===== src/rtl/rmml_pkg.sv =====
// constants for the ring mode and call-progress monitor level register bank
// assumes an apb master on the same 50 MHz clock as the block
package rmml_pkg;
	// register indices; byte address is four times the index
	localparam logic [7:0] REG_MODE_IDX = 8'h12;
	localparam logic [7:0] REG_DROP_IDX = 8'h13;
	localparam logic [7:0] REG_RXLV_IDX = 8'h14;
	localparam logic [7:0] REG_TXLV_IDX = 8'h15;
	localparam logic [7:0] REG_ISTAT_IDX = 8'h16;
	localparam logic [7:0] REG_ICLR_IDX = 8'h17;
	localparam logic [7:0] REG_IEN_IDX = 8'h18;
	localparam logic [7:0] REG_VCTL_IDX = 8'h19;
	// field positions
	localparam int RECT_SEL_BIT = 1;
	localparam int DROP_FLAG_BIT = 1;
	localparam int VALID_EN_BIT = 0;
	localparam int IRQ_RING_BIT = 0;
	localparam int IRQ_DROP_BIT = 1;
	// synchronised input positions
	localparam int IN_HALF = 0;
	localparam int IN_FULL = 1;
	localparam int IN_ENV = 2;
	localparam int IN_THR = 3;
	localparam int IN_DROP = 4;
	// reset values and level scaling
	localparam logic [7:0] LEVEL_RST = 8'h40;
	localparam logic LEVEL_UNITY_SHIFT_DUMMY = 1'b0;
	localparam int LEVEL_SHIFT = 6;
	// one-shot timing
	localparam longint CLK_PERIOD_NS = 20;
	localparam longint ONESHOT_TIME_MS = 5000;
	localparam longint ONESHOT_CYCLES_L = ONESHOT_TIME_MS * 64'd1000000 / CLK_PERIOD_NS;
	localparam int unsigned ONESHOT_CYCLES = int'(ONESHOT_CYCLES_L);
	localparam int SHOT_W = 28;
endpackage : rmml_pkg


===== src/rtl/rmml_bank.sv =====
// register bank: ring indicator mode select, dropout status, monitor output levels
// assumes ring detector and dropout pins are asynchronous; audio samples share i_clk
`timescale 1ns/10ps
module rmml_bank
	import rmml_pkg::*;
#(
	parameter int unsigned P_ONESHOT_CYCLES = ONESHOT_CYCLES
) (
	input wire logic i_clk,
	input wire logic i_sys_rst,
	input wire logic i_psel,
	input wire logic i_penable,
	input wire logic i_pwrite,
	input wire logic [7:0] i_paddr,
	input wire logic [31:0] i_pwdata,
	output logic [31:0] o_prdata,
	output logic o_pready,
	output logic o_pslverr,
	input wire logic i_ring_half_wave,
	input wire logic i_ring_full_wave,
	input wire logic i_ring_envelope,
	input wire logic i_ring_threshold,
	input wire logic i_dropout_detect,
	input wire logic signed [15:0] i_rx_sample,
	input wire logic signed [15:0] i_tx_sample,
	output logic o_ring_indicator,
	output logic signed [15:0] o_call_progress_output,
	output logic o_irq
);
	typedef struct packed {
		logic [4:0] sync1;
		logic [4:0] sync2;
		logic thr_prev;
		logic shot_on;
		logic [SHOT_W-1:0] shot_cnt;
		logic ring_indicator;
		logic ring_rectifier_select;
		logic ring_validation_enable;
		logic [7:0] monitor_rx_level_field;
		logic [7:0] monitor_tx_level_field;
		logic [1:0] irq_stat;
		logic [1:0] irq_en;
		logic irq;
		logic signed [15:0] cpo;
		logic [31:0] prdata;
		logic pready;
		logic pslverr;
	} rmml_state_t;

	rmml_state_t s_r;
	rmml_state_t s_nxt;

	function automatic logic signed [24:0] rmml_scale(input logic signed [15:0] x,
		input logic [7:0] lv);
		logic signed [24:0] p;
		// widen both operands first so the product keeps all 25 bits
		p = 25'(x) * 25'(signed'({1'b0, lv}));
		return p >>> LEVEL_SHIFT;
	endfunction : rmml_scale

	function automatic logic signed [15:0] rmml_sat(input logic signed [25:0] v);
		logic signed [15:0] r;
		r = v[15:0];
		if (v > 26'sd32767) begin
			r = 16'sh7fff;
		end else if (v < -26'sd32768) begin
			r = -16'sh8000;
		end
		return r;
	endfunction : rmml_sat

	logic [7:0] idx;
	logic access;
	logic setup_done;
	logic thr_rise;
	logic [1:0] evt;
	logic [1:0] clr;
	logic mapped;
	logic [31:0] rdata;

	always_comb begin
		s_nxt = s_r;
		idx = {2'h0, i_paddr[7:2]};
		setup_done = i_psel && i_penable && !s_r.pready;
		access = i_psel && i_penable && s_r.pready;
		thr_rise = s_r.sync2[IN_THR] && !s_r.thr_prev;
		clr = 2'h0;
		mapped = 1'b1;
		rdata = 32'h0;
		// two-stage synchroniser for the detector pins
		s_nxt.sync1 = {i_dropout_detect, i_ring_threshold, i_ring_envelope,
			i_ring_full_wave, i_ring_half_wave};
		s_nxt.sync2 = s_r.sync1;
		s_nxt.thr_prev = s_r.sync2[IN_THR];
		if (s_r.shot_on) begin
			if (s_r.shot_cnt == '0) begin
				s_nxt.shot_on = 1'b0;
			end else begin
				s_nxt.shot_cnt = s_r.shot_cnt - SHOT_W'(1);
			end
		end else if (thr_rise) begin
			s_nxt.shot_on = 1'b1;
			s_nxt.shot_cnt = SHOT_W'(P_ONESHOT_CYCLES - 1);
		end
		if (!s_r.ring_validation_enable && !s_r.ring_rectifier_select) begin
			s_nxt.ring_indicator = s_r.sync2[IN_HALF];
		end else if (!s_r.ring_validation_enable) begin
			s_nxt.ring_indicator = s_r.sync2[IN_FULL];
		end else if (!s_r.ring_rectifier_select) begin
			s_nxt.ring_indicator = s_r.sync2[IN_ENV];
		end else begin
			s_nxt.ring_indicator = s_r.shot_on;
		end
		s_nxt.cpo = rmml_sat(26'(rmml_scale(i_rx_sample, s_r.monitor_rx_level_field))
			+ 26'(rmml_scale(i_tx_sample, s_r.monitor_tx_level_field)));
		// read decode; live dropout flag, no read side effect
		if (idx == REG_MODE_IDX) begin
			rdata[RECT_SEL_BIT] = s_r.ring_rectifier_select;
		end else if (idx == REG_DROP_IDX) begin
			rdata[DROP_FLAG_BIT] = s_r.sync2[IN_DROP];
		end else if (idx == REG_RXLV_IDX) begin
			rdata[7:0] = s_r.monitor_rx_level_field;
		end else if (idx == REG_TXLV_IDX) begin
			rdata[7:0] = s_r.monitor_tx_level_field;
		end else if (idx == REG_ISTAT_IDX) begin
			rdata[1:0] = s_r.irq_stat;
		end else if (idx == REG_ICLR_IDX) begin
			rdata = 32'h0;
		end else if (idx == REG_IEN_IDX) begin
			rdata[1:0] = s_r.irq_en;
		end else if (idx == REG_VCTL_IDX) begin
			rdata[VALID_EN_BIT] = s_r.ring_validation_enable;
		end else begin
			mapped = 1'b0;
		end
		// one wait state: pready rises the cycle after the first access-phase cycle
		s_nxt.pready = setup_done;
		if (setup_done) begin
			s_nxt.prdata = i_pwrite ? 32'h0 : rdata;
			s_nxt.pslverr = !mapped || (i_paddr[1:0] != 2'h0);
		end else begin
			s_nxt.pslverr = 1'b0;
		end
		// reserved bits are ignored on write
		if (access && i_pwrite && !s_r.pslverr) begin
			if (idx == REG_MODE_IDX) begin
				s_nxt.ring_rectifier_select = i_pwdata[RECT_SEL_BIT];
			end else if (idx == REG_RXLV_IDX) begin
				s_nxt.monitor_rx_level_field = i_pwdata[7:0];
			end else if (idx == REG_TXLV_IDX) begin
				s_nxt.monitor_tx_level_field = i_pwdata[7:0];
			end else if (idx == REG_ICLR_IDX) begin
				clr = i_pwdata[1:0];
			end else if (idx == REG_IEN_IDX) begin
				s_nxt.irq_en = i_pwdata[1:0];
			end else if (idx == REG_VCTL_IDX) begin
				s_nxt.ring_validation_enable = i_pwdata[VALID_EN_BIT];
			end
		end
		// sticky events, set wins over clear
		evt[IRQ_RING_BIT] = s_nxt.ring_indicator && !s_r.ring_indicator;
		evt[IRQ_DROP_BIT] = s_nxt.sync2[IN_DROP] && !s_r.sync2[IN_DROP];
		s_nxt.irq_stat = (s_r.irq_stat & ~clr) | evt;
		s_nxt.irq = |(s_r.irq_stat & s_r.irq_en);
	end

	always_ff @(posedge i_clk) begin
		if (i_sys_rst) begin
			s_r <= '{sync1: 5'h0, sync2: 5'h0, thr_prev: 1'b0, shot_on: 1'b0,
				shot_cnt: '0, ring_indicator: 1'b0, ring_rectifier_select: 1'b0,
				ring_validation_enable: 1'b0, monitor_rx_level_field: LEVEL_RST,
				monitor_tx_level_field: LEVEL_RST, irq_stat: 2'h0, irq_en: 2'h0,
				irq: 1'b0, cpo: 16'sh0, prdata: 32'h0, pready: 1'b0, pslverr: 1'b0};
		end else begin
			s_r <= s_nxt;
		end
	end

	assign o_prdata = s_r.prdata;
	assign o_pready = s_r.pready;
	assign o_pslverr = s_r.pslverr;
	assign o_ring_indicator = s_r.ring_indicator;
	assign o_call_progress_output = s_r.cpo;
	assign o_irq = s_r.irq;
endmodule : rmml_bank


===== config.mk =====
export PLATFORM = sky130hd
export DESIGN_NAME = rmml_bank
export DESIGN_NICKNAME = d
export VERILOG_FILES = /design/src/rtl/rmml_pkg.sv /design/src/rtl/rmml_bank.sv
export SDC_FILE = /design/constraint.sdc
export NUM_CORES = 1
export LEC_CHECK = 0
export ABC_AREA = 0
export BUFFER_PORTS_ARGS = -buffer_cell sky130_fd_sc_hd__clkbuf_2
export CAP_MARGIN = 20
export CORE_UTILIZATION = 46
export DETAILED_ROUTE_END_ITERATION = 12
export GPL_TIMING_DRIVEN = 0
export PLACE_DENSITY = 0.76
export RECOVER_POWER = 25
export SLEW_MARGIN = 20
export SYNTH_ARGS = -nofsm -noshare
export SYNTH_HDL_FRONTEND = slang
export SYNTH_SLANG_ARGS = --single-unit

===== constraint.sdc =====
create_clock -name i_clk -period 8.9 [get_ports i_clk]
set_input_delay 0.445 -clock i_clk [delete_from_list [all_inputs] [get_ports i_clk]]
set_output_delay 0.445 -clock i_clk [all_outputs]
set_load 0.1 [all_outputs]

[Yosys cells after proc, flatten, opt, wreduce, memory -nomap -nowiden]
Index checks and enable logic that the tools add are counted.
Cells by class
  bitwise operators: 10
  muxes and demuxes: 36
  $add $sub $neg: 2
  reductions and logical operators: 30
  equality and inequality tests: 9
  magnitude comparators: 2
  multipliers: 2
Operators with widths (count)
  29-bit 2-to-1 mux: 2
  16-bit by 9-bit multiplier with 25-bit output: 2
  6-bit by 5-bit equality test with 1-bit output (second input constant): 8
  32-bit 2-to-1 mux: 1
  30-bit 2-to-1 mux: 1
  28-bit logical NOT: 1
  28-bit 2-to-1 mux: 1
  28-bit by 1-bit subtractor with 28-bit output (second input constant): 1
  19-bit by 19-bit adder with 20-bit output: 1
  20-bit by 16-bit greater-than comparator with 1-bit output (second input constant): 1
  20-bit by 16-bit less-than comparator with 1-bit output (second input constant): 1
  1-bit 2-to-1 mux: 19
  16-bit 2-to-1 mux: 1
  8-bit 2-to-1 mux: 2
  15-bit 2-to-1 mux: 1
  2-bit 2-to-1 mux: 7
  1-bit logical AND: 9
  1-bit logical NOT: 8
  7-bit AND reduction: 1
  6-bit 2-to-1 mux: 1
  1-bit inverter: 6
  6-bit AND reduction: 1
  2-bit OR reduction: 3
  2-bit AND: 2
  8 further kinds: 10
Storage, ports and cells
  logic and storage cells: 109
  output and inout bits: 52
  bits of input ports: 82
  flip-flop bits (word level): 114

[Longest topological paths before layout]
Gate-level depths: netlist of run 1.
  word-level depth: 11
  gate-level depth with buffers: 30
  gate-level depth less buffers: 27

[Least setup slack after synthesis of run 1]
Ideal clock, no wire load.
  path type: register to register
  from: register s_r[57] in the netlist's numbering
  to: register s_r, in the netlist o_call_progress_output[5]
  path slack: 2.106 ns
  path buffers: 4
  required time: 8.769 ns
  clock period less this slack: 6.794 ns
  arrival: 6.663 ns
  cell stages (with the launch flop): 30
  setup time: 0.131 ns
  cells stage by stage: dfxtp_1 -> clkbuf_1 -> clkbuf_1 -> nand2_1 -> fa_1 -> inv_1 -> fa_1 -> fa_1 -> inv_1 -> fa_1 -> inv_1 -> ha_1 -> and3_1 -> a221oi_1 -> nor2b_1 -> a41o_1 -> o21a_1 -> o21a_1 -> nor2_1 -> ha_1 -> clkbuf_1 -> a21o_1 -> a21o_1 -> a21oi_1 -> a21boi_0 -> o311ai_1 -> a311o_1 -> o2bb2ai_1 -> clkbuf_2 -> o21ai_0
Between the ends
  cells in the longest elaborated chain, start to end: 5
  elaborated cells between the ends (all ways): 6
  those cells by class: 1 x add/sub; 1 x mul; 2 x order compare; 2 x mux
RTL lines
  start: declaration: RTL line rmml_bank.sv:50  | rmml_state_t s_r;
  start signal: assignment: RTL line rmml_bank.sv:169  | s_r <= '{sync1: 5'h0, sync2: 5'h0, thr_prev: 1'b0, shot_on: 1'b0,
  start signal: assignment: RTL line rmml_bank.sv:175  | s_r <= s_nxt;
  16-bit by 9-bit multiplier with 25-bit output *: RTL line rmml_bank.sv:57  | p = 25'(x) * 25'(signed'({1'b0, lv}));
  19-bit by 19-bit adder with 20-bit output *: RTL line rmml_bank.sv:115  | + 26'(rmml_scale(i_tx_sample, s_r.monitor_tx_level_field)));
  20-bit by 16-bit less-than comparator with 1-bit output: RTL line rmml_bank.sv:66  | end else if (v < -26'sd32768) begin
  16-bit 2-to-1 mux: RTL line rmml_bank.sv:66
  15-bit 2-to-1 mux *: RTL line rmml_bank.sv:64  | if (v > 26'sd32767) begin
Mark *: on every way between the ends. The rest lies on a longest branch, timed or not.
A chain may end at the register's enable or synchronous reset.

[Worst setup path in the final report of run 1]
  from: register s_r[63] in the netlist's numbering
  to: register s_r, in the netlist o_call_progress_output[6]
Same word-level chain as after synthesis.

==> impl_metrics.py, run 1 <==
metrics = {
    "status": {
        "status": "complete, no violations",
    },
    "synthesis": {
        "yosys_warnings": 0,
        "synth_flop_cell": "dfxtp_1",
        "syn_avg_cell_area_um2": 8.648,
        "netlist_top_cells_area": "fa_1 (30%), dfxtp_1 (13%), ha_1 (10%)",
        "synth-edff-count": 0,
        "ys_ff_latch": 90,
        "synth_top_area_share_pct": 30.01,
        "synth_largest_area_cell": "fa_1",
        "post_synth_inst_count": 1566,
        "synth_area_mm2": 0.01354,
        "cell_variety_after_synth": 78,
        "ys_seq_area_share_pct": 13.30,
        "async_flop_share_pct": 0,
    },
    "clock_network": {
        "cts-root-buf": "clkbuf_16",
        "cts_htree_levels": 3,
        "post_cts.repair.setup_buffers": 0,
        "ctsHoldBuffers": 0,
        "cts_num_sinks": 90,
        "cts.path.max_buffers": 2,
        "tritoncts": "done",
        "numCtsBuffers": 9,
        "clkLatencyLatePin_ns": 0.35,
        "post_cts_resize_count": 0,
        "clk_transition_reported_paths_ns": 0.07,
    },
    "floorplan": {
        "core_mm2": 0.02886,
        "floorplan.die.width_um": 173.6,
        "top_level_ports": 134,
        "die_area_mm2": 0.03013,
        "die-height_um": 173.6,
        "initial_core_util_pct": 46.93,
        "std_cell_rows": 62,
    },
    "route": {
        "drtPass1Iterations": 5,
        "post_drt_via_cell_ratio": 5.091,
        "drt_first_iter_violations": 661,
        "met1Wirelength_um": 12910,
        "wl_per_cell_um": 14.42,
        "top_layer": "met4",
        "total_met2_wirelength_after_detailed_routing_um": 14670,
        "via_count": 10550,
        "postRouteWirelength_um": 29880,
        "dr_wl_met3_um": 1554,
        "drc_errors": 0,
        "antenna_left": 0,
    },
    "worst_setup_path": {
        "critical_path_required_ns": 9.11,
        "worst_ep_arrival_time_ns": 8.41,
        "reg2reg_slack_ns": 0.71,
        "setup.worst_path.class": "flip-flop to flip-flop",
        "max_stage_delay_ns": 0.56,
        "critical_path_source_type": "flip-flop",
        "crit_path_end_kind": "flip-flop",
        "crit_fanout": 10,
        "slowest_stage": "fa_1",
    },
    "cells_and_area": {
        "drive_gt1_share_pct": 10.54,
        "synthToLayoutAreaGrowth_pct": 9.581,
        "num-nets-final": 2081,
        "final_cells": 2073,
        "fill_cells": 2693,
        "n_antenna_cell": 0,
    },
    "timing": {
        "clk_skew_ns": 0.008249,
        "period_needed_ns": 8.191,
        "setup_viol": 0,
        "relSlewSlack_pct": 22.53,
        "timing.final.max_slew_violations": 0,
        "setup_repair_after_global_routing_missed_its_margin": "no",
        "finalHoldViolations": 0,
        "fin_crit_sh_pct": 92.04,
        "max_slew.worst_pin.slew_ns": 1.167,
        "sum_neg_setup_slack_ns": 0,
        "clock.fmax_mhz": 122.1,
    },
    "global_route": {
        "grt_start_max_net_pins": 18,
        "number_of_global_route_vias_before_repair": 10940,
        "initial_antenna_violation_count": 0,
        "grt_overflow_total": 0,
        "track_usage_pct": 20.83,
        "grt_first_pass_wirelength_um": 51210,
    },
    "placement": {
        "gpl_congestion": 0.9005,
        "place_hpwl_um": 25440,
        "post-place-cells": 2057,
        "port-buffer-count": 84,
    },
    "pwr": {
        "p_per_area_mw_per_mm2": 93.03,
        "power.leakage_uw": 0.007405,
        "design_power_total_uw": 1381,
        "vdd_ir_drop_max_v": 0.00008185,
    },
    "run": {
        "maxCapViolations": 0,
    },
    "hold_path": {
        "holdCritPathClass": "input pin to flip-flop",
    },
}
## power breakdown
group | switching, uW | total [uW] | internal [uW]
Sequential | 17.4 | 452 | 435
Combinational | 369 | 525 | 155
Clock | 178 | 403 | 225
Total | 565 | 1380 | 815
## critical path: cells and delay by family (launching register included)
kind	cells	cell delay, ns
simple gates	2	0.55
flops	1	0.32
compound gates	13	2.98
buf+inv	6	1.14
xor+xnor	2	0.28
fa+ha+maj	6	2.78
## layer usage
metal	GRT usage, %	vias up
li1	-	5119
met1	26.81	5107
met2	36.24	277
met3	2.982	51
met4	6.177	0
met5	0	-
## registers in the layout, summed over array words and instances (netlist names)
register / cells
o_irq: 1
o_pslverr: 1
s_r: 56
o_pready: 1
o_prdata: 8
o_call_progress_output: 16
s_nxt: 6
o_ring_indicator: 1
## kinds of logic (layout without fill, tap and decap cells)
group,after synthesis,in the layout,synth area share [%]
muxes,17,17,1.423
adders and majority gates,315,315,40.35
and+or+nand+nor,508,508,19.45
xor gates and xnor gates,72,72,4.656
DFF,90,90,13.30
other,1,24,0.02769
buffers and inverters,372,472,11.81
AOI/OAI and AO/OA,191,191,8.980
## final cells by class
type	count	area (um^2)	area share, %
plain buffers	94	560.5	3.777
clock buffers	10	229.0	1.543
clock inverters	6	80.08	0.5396
inverters	278	1044	7.031
multi-input cells	1127	10240	69.03
flip-flops and latches	90	1802	12.14
well taps	384	480.5	3.237
repair buffers	84	400.4	2.698
## worst paths after layout
kind | to | start | cells after the start
max | o_call_progress_output[6] | s_r[63] | 29
min | s_nxt[105] | i_ring_full_wave | 2
max reg2reg | o_call_progress_output[6] | s_r[63] | 29
min reg2reg | s_r[105] | s_nxt[105] | 1
## synth_stat cells (all sizes together) (5+ instances only)
master and count:
nand4 8, mux2i 8, o21a 8, nand2 169, nor3 20, a22oi 12, o21bai 5, clkbuf 40
xor2 22, a211oi 5, or2 5, fa 203, mux2 8, o21ai 43, nor2 75, dfxtp 90
or4 5, and3 6, nor4 13, a21oi 71, or3 12, buf 54, and2 129, ha 112
xnor2 50, inv 278, nand3 25, a21o 10, nor2b 21
## placed cells by master (no fill, tap or decap), types with 4 or more instances in the layout
cell / netlist / final
nor2_1: 73 / 73
a21boi_0: 4 / 4
o21bai_1: 5 / 5
a21oi_1: 70 / 69
inv_1: 278 / 278
a21o_1: 10 / 10
fa_1: 203 / 203
mux2_2: 8 / 8
o21ai_0: 41 / 41
nand4_1: 8 / 8
or2_2: 5 / 5
buf_2: 4 / 4
conb_1: 1 / 24
nor2b_1: 21 / 21
o21a_1: 8 / 8
or3_1: 12 / 12
nand2_1: 169 / 169
nor4_1: 10 / 10
buf_4: 48 / 48
nor3_1: 20 / 20
xnor2_1: 50 / 50
and3_1: 6 / 6
xor2_1: 22 / 22
a41oi_1: 4 / 4
a22oi_1: 12 / 12
dfxtp_1: 90 / 90
clkbuf_1: 38 / 51
nand3_1: 23 / 23
mux2i_1: 8 / 8
and2_1: 129 / 129
ha_1: 112 / 112
clkbuf_16: 0 / 9
clkbuf_2: 2 / 74
a211oi_1: 5 / 5
## through the flow
step	util [%]	hold slack (ns)	instance area [um^2]	worst slack, ns
2_1_floorplan	-	0.4138	13630	2.106
3_3_place_gp	50.35	0.4207	14530	0.6728
3_5_place_dp	50.35	0.4239	14530	0.4764
4_1_cts	51.42	0.2938	14840	0.4437
5_1_grt	51.43	0.3069	14840	0.1264
6_report	51.43	0.2998	14840	0.7086
No activity file was read; power rests on OpenSTA's default activity.
==> inputs of run 2 (changes only) <==
BUFFER_PORTS_ARGS = not set   (was -buffer_cell sky130_fd_sc_hd__clkbuf_2)
CTS_CLUSTER_DIAMETER = 30   (was not set)
DONT_BUFFER_PORTS = 1   (was not set)
GPL_TIMING_DRIVEN = 1   (was 0)
PLACE_DENSITY = 0.72   (was 0.76)
==> impl_metrics.py, run 2 (same netlist as run 1, synthesis figures left out) <==
metrics = {
    "global_route": {
        "track_usage_pct": 19.70,
        "grt_overflow_total": 0,
        "grt_start_max_net_pins": 74,
        "grt_first_pass_wirelength_um": 48860,
        "number_of_global_route_vias_before_repair": 10470,
        "initial_antenna_violation_count": 0,
    },
    "clock_network": {
        "clk_transition_reported_paths_ns": 0.08,
        "ctsHoldBuffers": 0,
        "post_cts_resize_count": 0,
        "post_cts.repair.setup_buffers": 0,
        "tritoncts": "done",
        "cts_htree_levels": 3,
        "cts.path.max_buffers": 2,
        "cts-root-buf": "clkbuf_16",
        "cts_num_sinks": 90,
        "clkLatencyLatePin_ns": 0.36,
        "numCtsBuffers": 9,
    },
    "run": {
        "maxCapViolations": 0,
    },
    "cells_and_area": {
        "highest_count_cells_in_the_layout_ignoring_fill_and_taps": "inv_1 (278), fa_1 (203), nand2_1 (169)",
        "drive_gt1_share_pct": 3.626,
        "layout.cells.most_common": "inv_1",
        "largest_register_ffs": 56,
        "num-nets-final": 1909,
        "synthToLayoutAreaGrowth_pct": 2.771,
        "n_antenna_cell": 0,
        "regMostFlops": "s_r",
    },
    "worst_setup_path": {
        "worst_ep_arrival_time_ns": 7.86,
        "crit_fanout": 18,
        "setup.worst_path.class": "flip-flop to flip-flop",
        "crit_path_end_kind": "flip-flop",
        "critical_path_source_type": "flip-flop",
        "critical_path_required_ns": 9.11,
        "slowest_stage": "dfxtp_1",
        "max_stage_delay_ns": 0.80,
    },
    "route": {
        "wl_per_cell_um": 14.71,
        "drtPass1Iterations": 5,
        "via_count": 9877,
        "drc_errors": 0,
        "postRouteWirelength_um": 27960,
        "post_drt_via_cell_ratio": 5.196,
        "drt_first_iter_violations": 422,
        "antenna_left": 0,
    },
    "pwr": {
        "vdd_ir_drop_max_v": 0.00009950,
        "p_per_area_mw_per_mm2": 91.58,
        "power.leakage_uw": 0.006770,
        "design_power_total_uw": 1275,
    },
    "timing": {
        "setup_repair_after_global_routing_missed_its_margin": "no",
        "period_needed_ns": 7.652,
        "postLayoutSetupSlackWorst_ns": 1.248,
        "timing.final.max_slew_violations": 0,
        "sum_neg_setup_slack_ns": 0,
        "fin_crit_sh_pct": 85.98,
        "relSlewSlack_pct": 29.70,
        "max_slew.worst_pin.slew_ns": 1.053,
        "clk_skew_ns": 0.01207,
        "setup_viol": 0,
        "finalHoldViolations": 0,
        "clock.fmax_mhz": 130.7,
    },
    "placement": {
        "place_hpwl_um": 22960,
        "port-buffer-count": 0,
        "detailedPlace.worstSlack_ns": 1.380,
        "gpl_congestion": 0.8561,
    },
    "hold_path": {
        "holdCritPathClass": "input pin to flip-flop",
    },
    "floorplan": {
        "top_level_ports": 134,
        "die_area_mm2": 0.03013,
        "floorplan.die.width_um": 173.6,
        "initial_core_util_pct": 46.93,
        "std_cell_rows": 62,
        "core_mm2": 0.02886,
        "die-height_um": 173.6,
    },
    "status": {
        "status": "complete, no violations",
    },
}
## run 2: report_power, final
group          switching, uW  internal, uW  total [uW]
clock                    187           198         385
combinational            187           108         295
sequential               159           435         594
total                    534           741        1270
## run 2: area by class of cell
type / count / area (um^2)
Fill cell: 2766 / 14940
Multi-Input combinational cell: 1127 / 10250
Sequential cell: 90 / 1802
Inverter: 278 / 1044
Tap cell: 384 / 480.5
Clock buffer: 9 / 225.2
Clock inverter: 7 / 72.57
Timing Repair Buffer: 6 / 45.04
## run 2: worst paths after layout
| kind | cells after the start | endpoint | slack, ns | start |
|---|---|---|---|---|
| worst max-delay path | 27 | o_call_progress_output[5] | 1.25 | s_r[64] |
| worst min-delay path | 1 | s_r[89] | 0.15 | i_sys_rst |
| worst max register to register | 27 | o_call_progress_output[5] | 1.25 | s_r[64] |
| worst min register to register | 1 | s_nxt[103] | 0.43 | s_nxt[107] |
## run 2: metrics by stage
step | cell area (um^2) | cells | hold WS, ns | util [%]
finish | 13920 | 1901 | 0.1461 | 48.23
global route | 13920 | 1901 | 0.1438 | 48.23
CTS | 13900 | 1901 | 0.1412 | 48.18
detailed placement | 13610 | 1885 | 0.4273 | 47.15
global placement | 13610 | 1885 | 0.4187 | 47.15
floorplan | 13630 | 1589 | 0.4138 | -
## run 2: worst max-delay path, delay by kind of cell (launching register included)
| kind | cells | cell delay (ns) |
|---|---|---|
| AO/OA/AOI/OAI | 14 | 2.88 |
| flip-flops | 1 | 0.80 |
| AND/OR/NAND/NOR | 2 | 0.57 |
| buffers and inverters | 4 | 0.37 |
| XOR/XNOR | 1 | 0.16 |
| adder cells (fa/ha/maj) | 6 | 2.73 |
## run 2: per-layer routing
metal / global-route usage [%] / vias to the layer above / wire [um]
met2: 35.56 / 193 / 14240
met3: 3.202 / 36 / 1309
li1: - / 4758 / -
met5: 0 / - / 0
met1: 24.51 / 4890 / 11920
met4: 4.605 / 0 / 495
